==> src/rtl/hmp_pkg.sv <==
package hmp_pkg;
   // ----------------------------------------
   // register offsets on the 3-bit address
   // ----------------------------------------
   localparam logic [2:0] OFS_DATA_LOW  = 3'h0;
   localparam logic [2:0] OFS_DATA_MID  = 3'h1;
   localparam logic [2:0] OFS_DATA_HIGH = 3'h2;
   localparam logic [2:0] OFS_CHAN_EN   = 3'h3;
   localparam logic [2:0] OFS_SYNC_CFG  = 3'h4;
   localparam logic [2:0] OFS_SYNC_TRIG = 3'h5;
   localparam logic [2:0] OFS_ADDR_LOW  = 3'h6;
   localparam logic [2:0] OFS_ACC_CTRL  = 3'h7;
   // ----------------------------------------
   // field positions and reset values
   // ----------------------------------------
   localparam int         ACC_AUTO_INC  = 7;
   localparam int         ACC_BCAST     = 6;
   localparam int         ACC_INSTR_LSB = 2;
   localparam logic [7:0] REG_RESET     = 8'h00;
   localparam logic [2:0] MODE_SEP      = 3'h0;  // separate_strobe_bus_mode
   localparam logic [2:0] MODE_DS       = 3'h1;  // data_strobe_bus_mode
   // ----------------------------------------
   // carriers and states
   // ----------------------------------------
   typedef struct packed {
      logic [1:0] chan_en;
      logic       pin_sync;
      logic       first_sync_only;
      logic       edge_sens;
      logic       agc_sync_en;
      logic       dc_sync_en;
      logic       noise_sequence_sync_en;
      logic       soft_sync;
   } chan_ctrl_t;
   typedef struct packed {
      logic        rd;
      logic        wr;
      logic [9:0]  addr;
      logic [19:0] wdata;
   } int_req_t;
   typedef struct packed {
      logic       cs_n;
      logic       rd_ds_n;
      logic       wr_rw_n;
      logic [2:0] addr;
      logic [7:0] data;
      logic [2:0] mode;
      logic [1:0] id;
   } pins_t;
   localparam pins_t PINS_IDLE = '{cs_n: 1'b1, rd_ds_n: 1'b1, wr_rw_n: 1'b1, default: '0};
   typedef enum logic [1:0] {ST_IDLE, ST_ACC, ST_INT, ST_DONE} state_t;
endpackage

==> src/rtl/host_microport.sv <==
// Operation
// - 8-bit data bus, 3-bit register address
// - two strobe protocols, roles swap per mode
// - address decodes eight interface registers
// - auto-increment bumps address after internal access
// - broadcast bit makes bits 5:2 instruction
// - codes 0000,0001,0010,0100 select every device
// - codes 100x match identifier bit 0, 11xx both low bits; the rest select none
// - enables bits 0,2; activity bits 1,3
// - sync config: first-sync-only, edge enable
// - sync trigger: three enables, soft sync
// - data registers carry a 20-bit word
// - low data register access triggers internal access
// - separate strobe: ready low until done
// - data strobe: acknowledge low until strobe drops
`timescale 1ns/1ps
module host_microport
(
   input  wire  logic                i_sys_clk,
   input  wire  logic                i_rst_n,
   input  wire  logic                i_cs_n,
   input  wire  logic                i_rd_ds_n,
   input  wire  logic                i_wr_rw_n,
   input  wire  logic [2:0]          i_addr,
   input  wire  logic [7:0]          i_data,
   input  wire  logic [2:0]          i_mode,
   input  wire  logic [1:0]          i_strapped_device_identifier,
   output logic       [7:0]          o_data,
   output logic                      o_data_oe,
   output logic                      o_ready_ack,
   output hmp_pkg::int_req_t         o_int_req,
   input  wire  logic                i_int_done,
   input  wire  logic [19:0]         i_int_rdata,
   input  wire  logic [1:0]          i_chan_active,
   output hmp_pkg::chan_ctrl_t       o_ctrl
);
   import hmp_pkg::*;
   // ----------------------------------------
   // pin synchronisers
   // ----------------------------------------
   pins_t       pin_raw;
   pins_t       pin_s1_r;
   pins_t       pin_s2_r;
   pins_t       pin_s3_r;
   pins_t       pins_r;
   state_t      state_r;
   logic [7:0]  acc_ctrl_r;
   logic [7:0]  addr_low_r;
   logic [19:0] word_r;
   logic [7:0]  wbyte_r;
   logic [2:0]  acc_addr_r;
   logic        is_rd_r;
   logic        ign_r;
   chan_ctrl_t  ctrl_r;
   int_req_t    req_r;
   logic        sep;
   logic        dsm;
   logic        req_rd;
   logic        req_wr;
   logic        active;
   logic        selected;
   logic        start;
   logic        complete;
   logic [7:0]  rd_byte;

   assign pin_raw = {i_cs_n, i_rd_ds_n, i_wr_rw_n, i_addr, i_data, i_mode,
                     i_strapped_device_identifier};

   // three-stage chain; a change counts when stages two and three agree
   always_ff @(posedge i_sys_clk)
   begin
      if (!i_rst_n)
      begin
         pin_s1_r <= PINS_IDLE;
         pin_s2_r <= PINS_IDLE;
         pin_s3_r <= PINS_IDLE;
         pins_r   <= PINS_IDLE;
      end
      else
      begin
         pin_s1_r <= pin_raw;
         pin_s2_r <= pin_s1_r;
         pin_s3_r <= pin_s2_r;
         if (pin_s2_r == pin_s3_r)
            pins_r <= pin_s3_r;
      end
   end

   // ----------------------------------------
   // access decode
   // ----------------------------------------
   // broadcast instruction decode against the strapped identifier
   function automatic logic bcast_accept(input logic [3:0] ins, input logic [1:0] id);
      case (ins)
         4'h0, 4'h1, 4'h2, 4'h4: bcast_accept = 1'b1;
         4'h8, 4'h9:             bcast_accept = (ins[0] == id[0]);
         4'hc, 4'hd, 4'he, 4'hf: bcast_accept = (ins[1:0] == id);
         default:                bcast_accept = 1'b0;
      endcase
   endfunction

   // strobe roles depend on the mode pins
   always_comb
   begin
      sep    = (pins_r.mode == MODE_SEP);
      dsm    = (pins_r.mode == MODE_DS);
      req_rd = !pins_r.cs_n && (sep ? !pins_r.rd_ds_n
                                    : dsm && !pins_r.rd_ds_n && pins_r.wr_rw_n);
      req_wr = !pins_r.cs_n && (sep ? !pins_r.wr_rw_n
                                    : dsm && !pins_r.rd_ds_n && !pins_r.wr_rw_n);
      active = req_rd || req_wr;
      selected = !acc_ctrl_r[ACC_BCAST] ||
                 bcast_accept(acc_ctrl_r[ACC_INSTR_LSB +: 4], pins_r.id);
      start    = (state_r == ST_IDLE) && active;
      complete = (state_r == ST_ACC && acc_addr_r != OFS_DATA_LOW) ||
                 (state_r == ST_INT && i_int_done);
   end

   // read mux, reserved bits read zero
   always_comb
   begin
      case (acc_addr_r)
         OFS_DATA_MID:  rd_byte = word_r[15:8];
         OFS_DATA_HIGH: rd_byte = {4'h0, word_r[19:16]};
         OFS_CHAN_EN:   rd_byte = {4'h0, i_chan_active[1], ctrl_r.chan_en[1],
                                   i_chan_active[0], ctrl_r.chan_en[0]};
         OFS_SYNC_CFG:  rd_byte = {2'h0, ctrl_r.first_sync_only, ctrl_r.edge_sens,
                                   3'h0, ctrl_r.pin_sync};
         OFS_SYNC_TRIG: rd_byte = {1'b0, ctrl_r.agc_sync_en, ctrl_r.dc_sync_en,
                                   ctrl_r.noise_sequence_sync_en, 4'h0};
         OFS_ADDR_LOW:  rd_byte = addr_low_r;
         OFS_ACC_CTRL:  rd_byte = acc_ctrl_r;
         default:       rd_byte = i_int_rdata[7:0];
      endcase
   end

   // ----------------------------------------
   // access sequencer
   // ----------------------------------------
   always_ff @(posedge i_sys_clk)
   begin
      if (!i_rst_n)
      begin
         state_r    <= ST_IDLE;
         ign_r      <= 1'b0;
         is_rd_r    <= 1'b0;
         acc_addr_r <= OFS_DATA_LOW;
         wbyte_r    <= REG_RESET;
      end
      else
      begin
         case (state_r)
            ST_IDLE:
               if (active)
               begin
                  ign_r      <= !selected;
                  is_rd_r    <= req_rd;
                  acc_addr_r <= pins_r.addr;
                  wbyte_r    <= pins_r.data;
                  state_r    <= selected ? ST_ACC : ST_DONE;
               end
            ST_ACC:  state_r <= (acc_addr_r == OFS_DATA_LOW) ? ST_INT : ST_DONE;
            ST_INT:  if (i_int_done) state_r <= ST_DONE;
            ST_DONE: if (!active) state_r <= ST_IDLE;
            default: state_r <= ST_IDLE;
         endcase
      end
   end

   // ----------------------------------------
   // interface registers
   // ----------------------------------------
   always_ff @(posedge i_sys_clk)
   begin
      if (!i_rst_n)
      begin
         acc_ctrl_r <= REG_RESET;
         addr_low_r <= REG_RESET;
         word_r     <= '0;
         ctrl_r     <= '0;
      end
      else
      begin
         ctrl_r.soft_sync <= 1'b0;
         if (state_r == ST_ACC && !is_rd_r)
         begin
            case (acc_addr_r)
               OFS_ACC_CTRL:  acc_ctrl_r <= wbyte_r;
               OFS_ADDR_LOW:  addr_low_r <= wbyte_r;
               OFS_DATA_LOW:  word_r[7:0] <= wbyte_r;
               OFS_DATA_MID:  word_r[15:8] <= wbyte_r;
               OFS_DATA_HIGH: word_r[19:16] <= wbyte_r[3:0];
               OFS_CHAN_EN:   ctrl_r.chan_en <= {wbyte_r[2], wbyte_r[0]};
               OFS_SYNC_CFG:
               begin
                  ctrl_r.first_sync_only <= wbyte_r[5];
                  ctrl_r.edge_sens       <= wbyte_r[4];
                  ctrl_r.pin_sync        <= wbyte_r[0];
               end
               default:
               begin
                  ctrl_r.agc_sync_en            <= wbyte_r[6];
                  ctrl_r.dc_sync_en             <= wbyte_r[5];
                  ctrl_r.noise_sequence_sync_en <= wbyte_r[4];
                  ctrl_r.soft_sync              <= wbyte_r[0];
               end
            endcase
         end
         if (state_r == ST_INT && i_int_done)
         begin
            if (is_rd_r)
               word_r <= i_int_rdata;
            if (acc_ctrl_r[ACC_AUTO_INC])
               addr_low_r <= addr_low_r + 8'h01;
         end
      end
   end
   // internal access request, one-cycle strobes
   always_ff @(posedge i_sys_clk)
   begin
      if (!i_rst_n)
         req_r <= '0;
      else
      begin
         req_r.rd <= 1'b0;
         req_r.wr <= 1'b0;
         if (state_r == ST_ACC && acc_addr_r == OFS_DATA_LOW)
         begin
            req_r.rd    <= is_rd_r;
            req_r.wr    <= !is_rd_r;
            req_r.addr  <= {acc_ctrl_r[1:0], addr_low_r};
            req_r.wdata <= {word_r[19:8], wbyte_r};
         end
      end
   end

   // ----------------------------------------
   // host-facing status and data drive
   // ----------------------------------------
   always_ff @(posedge i_sys_clk)
   begin
      if (!i_rst_n)
      begin
         o_ready_ack <= 1'b1;
         o_data_oe   <= 1'b0;
         o_data      <= 8'h00;
      end
      else
      begin
         if (start && selected && sep)
            o_ready_ack <= 1'b0;
         else if (complete)
            o_ready_ack <= !dsm;
         else if (state_r == ST_DONE && !active)
            o_ready_ack <= 1'b1;
         if (complete && is_rd_r)
         begin
            o_data_oe <= 1'b1;
            o_data    <= rd_byte;
         end
         else if (state_r == ST_DONE && !active)
            o_data_oe <= 1'b0;
      end
   end
   // request and control outputs come straight from their flops
   assign o_int_req = req_r;
   assign o_ctrl    = ctrl_r;
endmodule // host_microport

==> config.mk <==
export PLATFORM = sky130hd
export DESIGN_NAME = host_microport
export DESIGN_NICKNAME = d
export VERILOG_FILES = /design/src/rtl/hmp_pkg.sv /design/src/rtl/host_microport.sv
export SDC_FILE = /design/constraint.sdc
export NUM_CORES = 1
export LEC_CHECK = 0
export ABC_AREA = 1
export BUFFER_PORTS_ARGS = -buffer_cell sky130_fd_sc_hd__buf_2
export CAP_MARGIN = 20
export CORE_ASPECT_RATIO = 1.75
export CORE_UTILIZATION = 40
export DETAILED_ROUTE_END_ITERATION = 7
export GPL_TIMING_DRIVEN = 0
export PLACE_DENSITY = 0.66
export SETUP_SLACK_MARGIN = 0.15
export SYNTH_ARGS = -nofsm -noshare
export SYNTH_HDL_FRONTEND = slang
export SYNTH_SLANG_ARGS = --single-unit
export TNS_END_PERCENT = 5
==> constraint.sdc <==
create_clock -name i_sys_clk -period 4 [get_ports i_sys_clk]
set_clock_uncertainty 0.05 [all_clocks]
set_input_delay 0.8 -clock i_sys_clk [delete_from_list [all_inputs] [get_ports i_sys_clk]]
set_output_delay 0.8 -clock i_sys_clk [all_outputs]
set_load 0.02 [all_outputs]
# Word-level counts from Yosys, hierarchy flattened
# Cells that the tools add are included.
# word_totals
regBits	177
in_bits	44
out_inout_bits	51
wordCells	148
# op_classes
addsub	1
n_eq_ne	26
mux	25
bitwise	3
reduce_logical	43
# op_table
op	n
two-way mux 20 bit	3
case mux 8 bit (7 select lines)	1
two-way mux 8 bit	6
== test 4 bit, second input constant	6
== test 19 bit	1
logical AND 1 bit	14
== test 3 bit, second input constant	4
AND reduction 2 bit	6
OR reduction 9 bit	1
adder 8 x 1 -> 8 bit, second input constant	1
two-way mux 1 bit	8
two-way mux 2 bit	4
case mux 2 bit (4 select lines)	1
OR reduction 4 bit	2
zero test 1 bit	7
OR reduction 7 bit	1
== test 3 x 1 -> 1 bit, second input constant	2
== test 3 x 2 -> 1 bit, second input constant	2
zero test 3 bit	2
!= test 2 bit, second input constant	3
nonzero test 3 bit	2
== test 2 bit, second input constant	2
== test 4 x 1 -> 1 bit, second input constant	1
== test 4 x 2 -> 1 bit, second input constant	1
13 further kinds	17

# Depth between registers and ports, before layout
# logic_depth
depth_word	11
depth_mapped	11
mapped_depth_nobuf	10

# Worst setup path after synthesis
# OpenSTA, ideal clock, no wires.
# synth_timing
path_kind	input to register
from	in i_rst_n
to	reg addr_low_r[1]
setup_ps	115
t_arrival_ps	1558
required_ps	3835
slack_ps	2277
path_stages	6
n_path_buf	2
path_cell_list	buf_2 -> inv_1 -> clkbuf_1 -> nor2_1 -> o21ai_0 -> inv_1
# synth_rtl
item	line_no	source
start, declared	host_microport.sv:20	input wire logic i_rst_n,
end signal, assigned	host_microport.sv:189	OFS_ADDR_LOW: addr_low_r <= wbyte_r;
end signal, assigned	host_microport.sv:214	addr_low_r <= addr_low_r + 8'h01;
end, declared	host_microport.sv:48	logic [7:0] addr_low_r;

# Worst setup path after layout
# layout_timing
from	reg state_r[1]
to	reg req_r (netlist bit o_int_req[30])
# layout_via
elab_chain_cells	3
# layout_lines
item	line_no	source
start, declared	host_microport.sv:46	state_t state_r;
start signal, assigned	host_microport.sv:160	state_r <= selected ? ST_ACC : ST_DONE;
start signal, assigned	host_microport.sv:162	ST_ACC: state_r <= (acc_addr_r == OFS_DATA_LOW) ? ST_INT : ST_DONE;
== test 2 x 1 -> 1 bit	host_microport.sv:227	if (state_r == ST_ACC && acc_addr_r == OFS_DATA_LOW)
logical AND 1 bit	host_microport.sv:227	
AND reduction 2 bit (no line)	n/a	
end, declared	host_microport.sv:55	int_req_t req_r;
# No other way between the ends.
# A chain may end at the register's enable or synchronous reset.

==> flow_summary_export.csv <==
group,metric,value,unit
floorplan,fp.dieH,178.9,um
sta,hold_violations,0,
drt,num_vias,6315,
drt,drt_pass1_iterations,5,
setup_path,critPathKind,"reg2reg",
floorplan,pin_count,95,
floorplan,initial_core_util,0.4098,
clock_tree,postCtsSetupRepairBufs,0,
clock_tree,cts_buffers,17,
finish,drive_gt1_frac,0.1591,
pwr,p_total,4.191,mW
outcome,status,"finished, final reports clean",
finish,final-instance-count-excl-fill,1350,
finish,final_cell_mix,"nand2_1 (180), inv_1 (174), dfxtp_1 (169)",
sta,setup_viol,0,
floorplan,die_w,103.1,um
grt,grt_overflow,0,
grt,antenna_found_initial,0,
synthesis,synth-warning-count,0,
synthesis,synthArstFlopShare,0,
clock_tree,root_buffer,"clkbuf_16",
placed_design,hpwl,14740,um
drt,drc_errors,0,
finish,multi_input_area,2869,um2
synthesis,syn_inst,994,
synthesis,syn_avg_cell_area,7.196,um2
pwr,pwr-share-comb,0.161,
finish,antenna-diode-count,0,
flow_run,drv_cap,0,
sta,tightestPinTransition,0.7265,ns
setup_path,path_cells,"inv_1, ha_1, nand3_1, clkbuf_1, nor3_1",
floorplan,rows,64,
drt,vias_per_cell,4.678,
sta,fmax,0.4969,GHz
placed_design,place_inst,1318,
grt,grt_pass1_wl,29880,um
setup_path,cpPeakStageDelay,0.42,ns
finish,final_nets,1159,
clock_tree,clk_latency,0.42,ns
clock_tree,cts-hold-fix-buffers,0,
grt,grt_pass1_vias,6042,
clock_tree,clkSinkCount,169,
drt,drtIter0Drc,247,
clock_tree,cts_resized,0,
min_path,hp-class,"reg2reg",
pwr,p_switching,1.214,mW
synthesis,ys.flop_type,"dfxtp_1",
sta,finalSetupTns,0,ns
floorplan,dieArea,18440,um2
clock_tree,cts-htree-levels,4,
setup_path,cp_max_fo,10,
pwr,clock_power_share,0.384,
floorplan,core,17460,um2
placed_design,gp_congestion,0.9135,
sta,maxSlewHeadroom,0.5157,
placed_design,port_buffers,93,
sta,period_share,0.5031,
synthesis,synth_area,7153,um2
synthesis,synth-seq-cells,169,
finish,nFillCells,1818,
setup_path,crit_slowest_cell,"clkbuf_1",
grt,grt_max_degree,17,
setup_path,end_kind,"flop",
setup_path,critPathArrivalTime,2.27,ns
pwr,seqPwrFrac,0.455,
pwr,ir_drop,0.2514,mV
synthesis,yosys.cell_types.count,39,
synthesis,synth_edf_count,0,
pwr,internal-power,2.977,mW
clock_tree,clk_pin_slew_worst_paths,0.06,ns
drt,detail_route.wl_per_cell,13.98,um
setup_path,critPathLaunchType,"flop",
synthesis,synth_fp_nets,1047,
pwr,p_leak,4.047,nW
sta,fin_crit,2.012,ns
setup_path,crit_buf_inv,2,
pwr,swShare,0.2898,
drt,ant_nets,0,
clock_tree,clk_path_buf_depth,2,
grt,grt_usage,0.2197,
setup_path,cp.required,4.26,ns
clock_tree,cts_tree,"yes",
sta,drv_slew,0,
pwr,powerDensity,493.6,nW/um2
setup_path,crit_family,"simple AND/OR/NAND/NOR gates",
synthesis,yosysSeqAreaShare,0.4730,
sta,grt_setup_unrepaired,"no",
finish,area.sequential,3383,um2
drt,routed_wl,18870,um
finish,area_growth,18.70,%
finish,layout_commonest_cell,"nand2_1",
-- logic make-up (layout without fill, tap and decap cells) --
| logic type | after synthesis | count (layout) | share of synthesized area |
|---|---|---|---|
| buffers and inverters | 225 | 350 | 0.1259 |
| XOR/XNOR | 8 | 8 | 0.009796 |
| AND/OR/NAND/NOR | 382 | 382 | 0.2311 |
| AO/OA/AOI/OAI | 201 | 201 | 0.1445 |
| flip-flops | 169 | 169 | 0.4730 |
| adder cells (fa/ha/maj) | 9 | 9 | 0.01574 |
-- layer usage --
metal  vias to the layer above  part of all wire  global-route usage
li1                       3320                 -                   -
met1                      2770              0.36              0.2047
met2                       161              0.54              0.4144
met3                        64             0.033             0.03548
met4                         0             0.071              0.1649
met5                         -                 0                   0
-- power by group through the flow --
| stage | clock [mW] | sequential, mW | combinational, mW |
|---|---|---|---|
| 2_1_floorplan | 0 | 2.09 | 0.304 |
| 3_3_place_gp | 0 | 1.94 | 0.672 |
| 3_5_place_dp | 0 | 1.95 | 0.681 |
| 4_1_cts | 1.64 | 1.91 | 0.684 |
| 5_1_grt | 1.71 | 1.93 | 0.762 |
| 6_report | 1.61 | 1.91 | 0.675 |
-- synth_stat cells (all sizes together) (2+ instances only) --
| cell | n | area, um2 |
|---|---|---|
| nand3 | 35 | 190.2 |
| o21ai | 102 | 510.5 |
| nor3 | 6 | 35.03 |
| nand2 | 185 | 716.9 |
| clkbuf | 22 | 82.58 |
| nand4 | 23 | 150.1 |
| dfxtp | 169 | 3383 |
| nor2 | 122 | 490.5 |
| ha | 9 | 112.6 |
| xor2 | 2 | 17.52 |
| o211ai | 3 | 22.52 |
| inv | 181 | 681.9 |
| a21oi | 91 | 459.2 |
| a211oi | 2 | 20.02 |
| nor4 | 2 | 12.51 |
| buf | 21 | 127.6 |
| xnor2 | 6 | 52.55 |
| or2 | 7 | 43.79 |
-- metrics by stage --
step	area, um2	hold slack [ns]	setup WS, ns	util
5_1_grt	8491	0.3778	1.826	0.4864
6_report	8491	0.3607	1.988	0.4864
4_1_cts	8491	0.3628	1.961	0.4864
2_1_floorplan	7153	0.3405	2.277	-
3_3_place_gp	7908	0.3422	1.736	0.4530
3_5_place_dp	7908	0.3466	1.727	0.4530
-- worst min-delay path: cells and delay by family, from the launching register on --
kind | cells | cell delay (ns)
buffers and inverters | 1 | 0.04
DFF | 1 | 0.30
and+or+nand+nor | 1 | 0.04
-- worst paths after layout --
check,start,to,slack (ns),cells after the start
hold reg to reg,pin_s1_r[2],pin_s2_r[2],0.36,2
setup / recovery,state_r[1],o_int_req[30],1.99,5
setup reg to reg,state_r[1],o_int_req[30],1.99,5
hold / removal,pin_s1_r[2],pin_s2_r[2],0.36,2
-- final cells by class --
| cell class | instances | share of cell area |
|---|---|---|
| well taps | 231 | 0.03404 |
| plain buffers | 43 | 0.02476 |
| clock buffers | 21 | 0.05541 |
| flip-flops and latches | 169 | 0.3985 |
| inverters | 182 | 0.08134 |
| repair buffers | 93 | 0.05482 |
| clock inverters | 11 | 0.01326 |
| multi-input cells | 600 | 0.3379 |
-- sequential cells by signal (all words and copies together) (netlist names), 2 cells and up --
signal      count
o_ctrl          9
pin_s2_r       19
pins_r         19
pin_s1_r       19
acc_ctrl_r      8
state_r         2
wbyte_r         8
o_int_req      32
word_r         12
pin_s3_r       19
o_data          8
acc_addr_r      3
addr_low_r      8
Note: power is estimated with default switching activity, not from simulation.
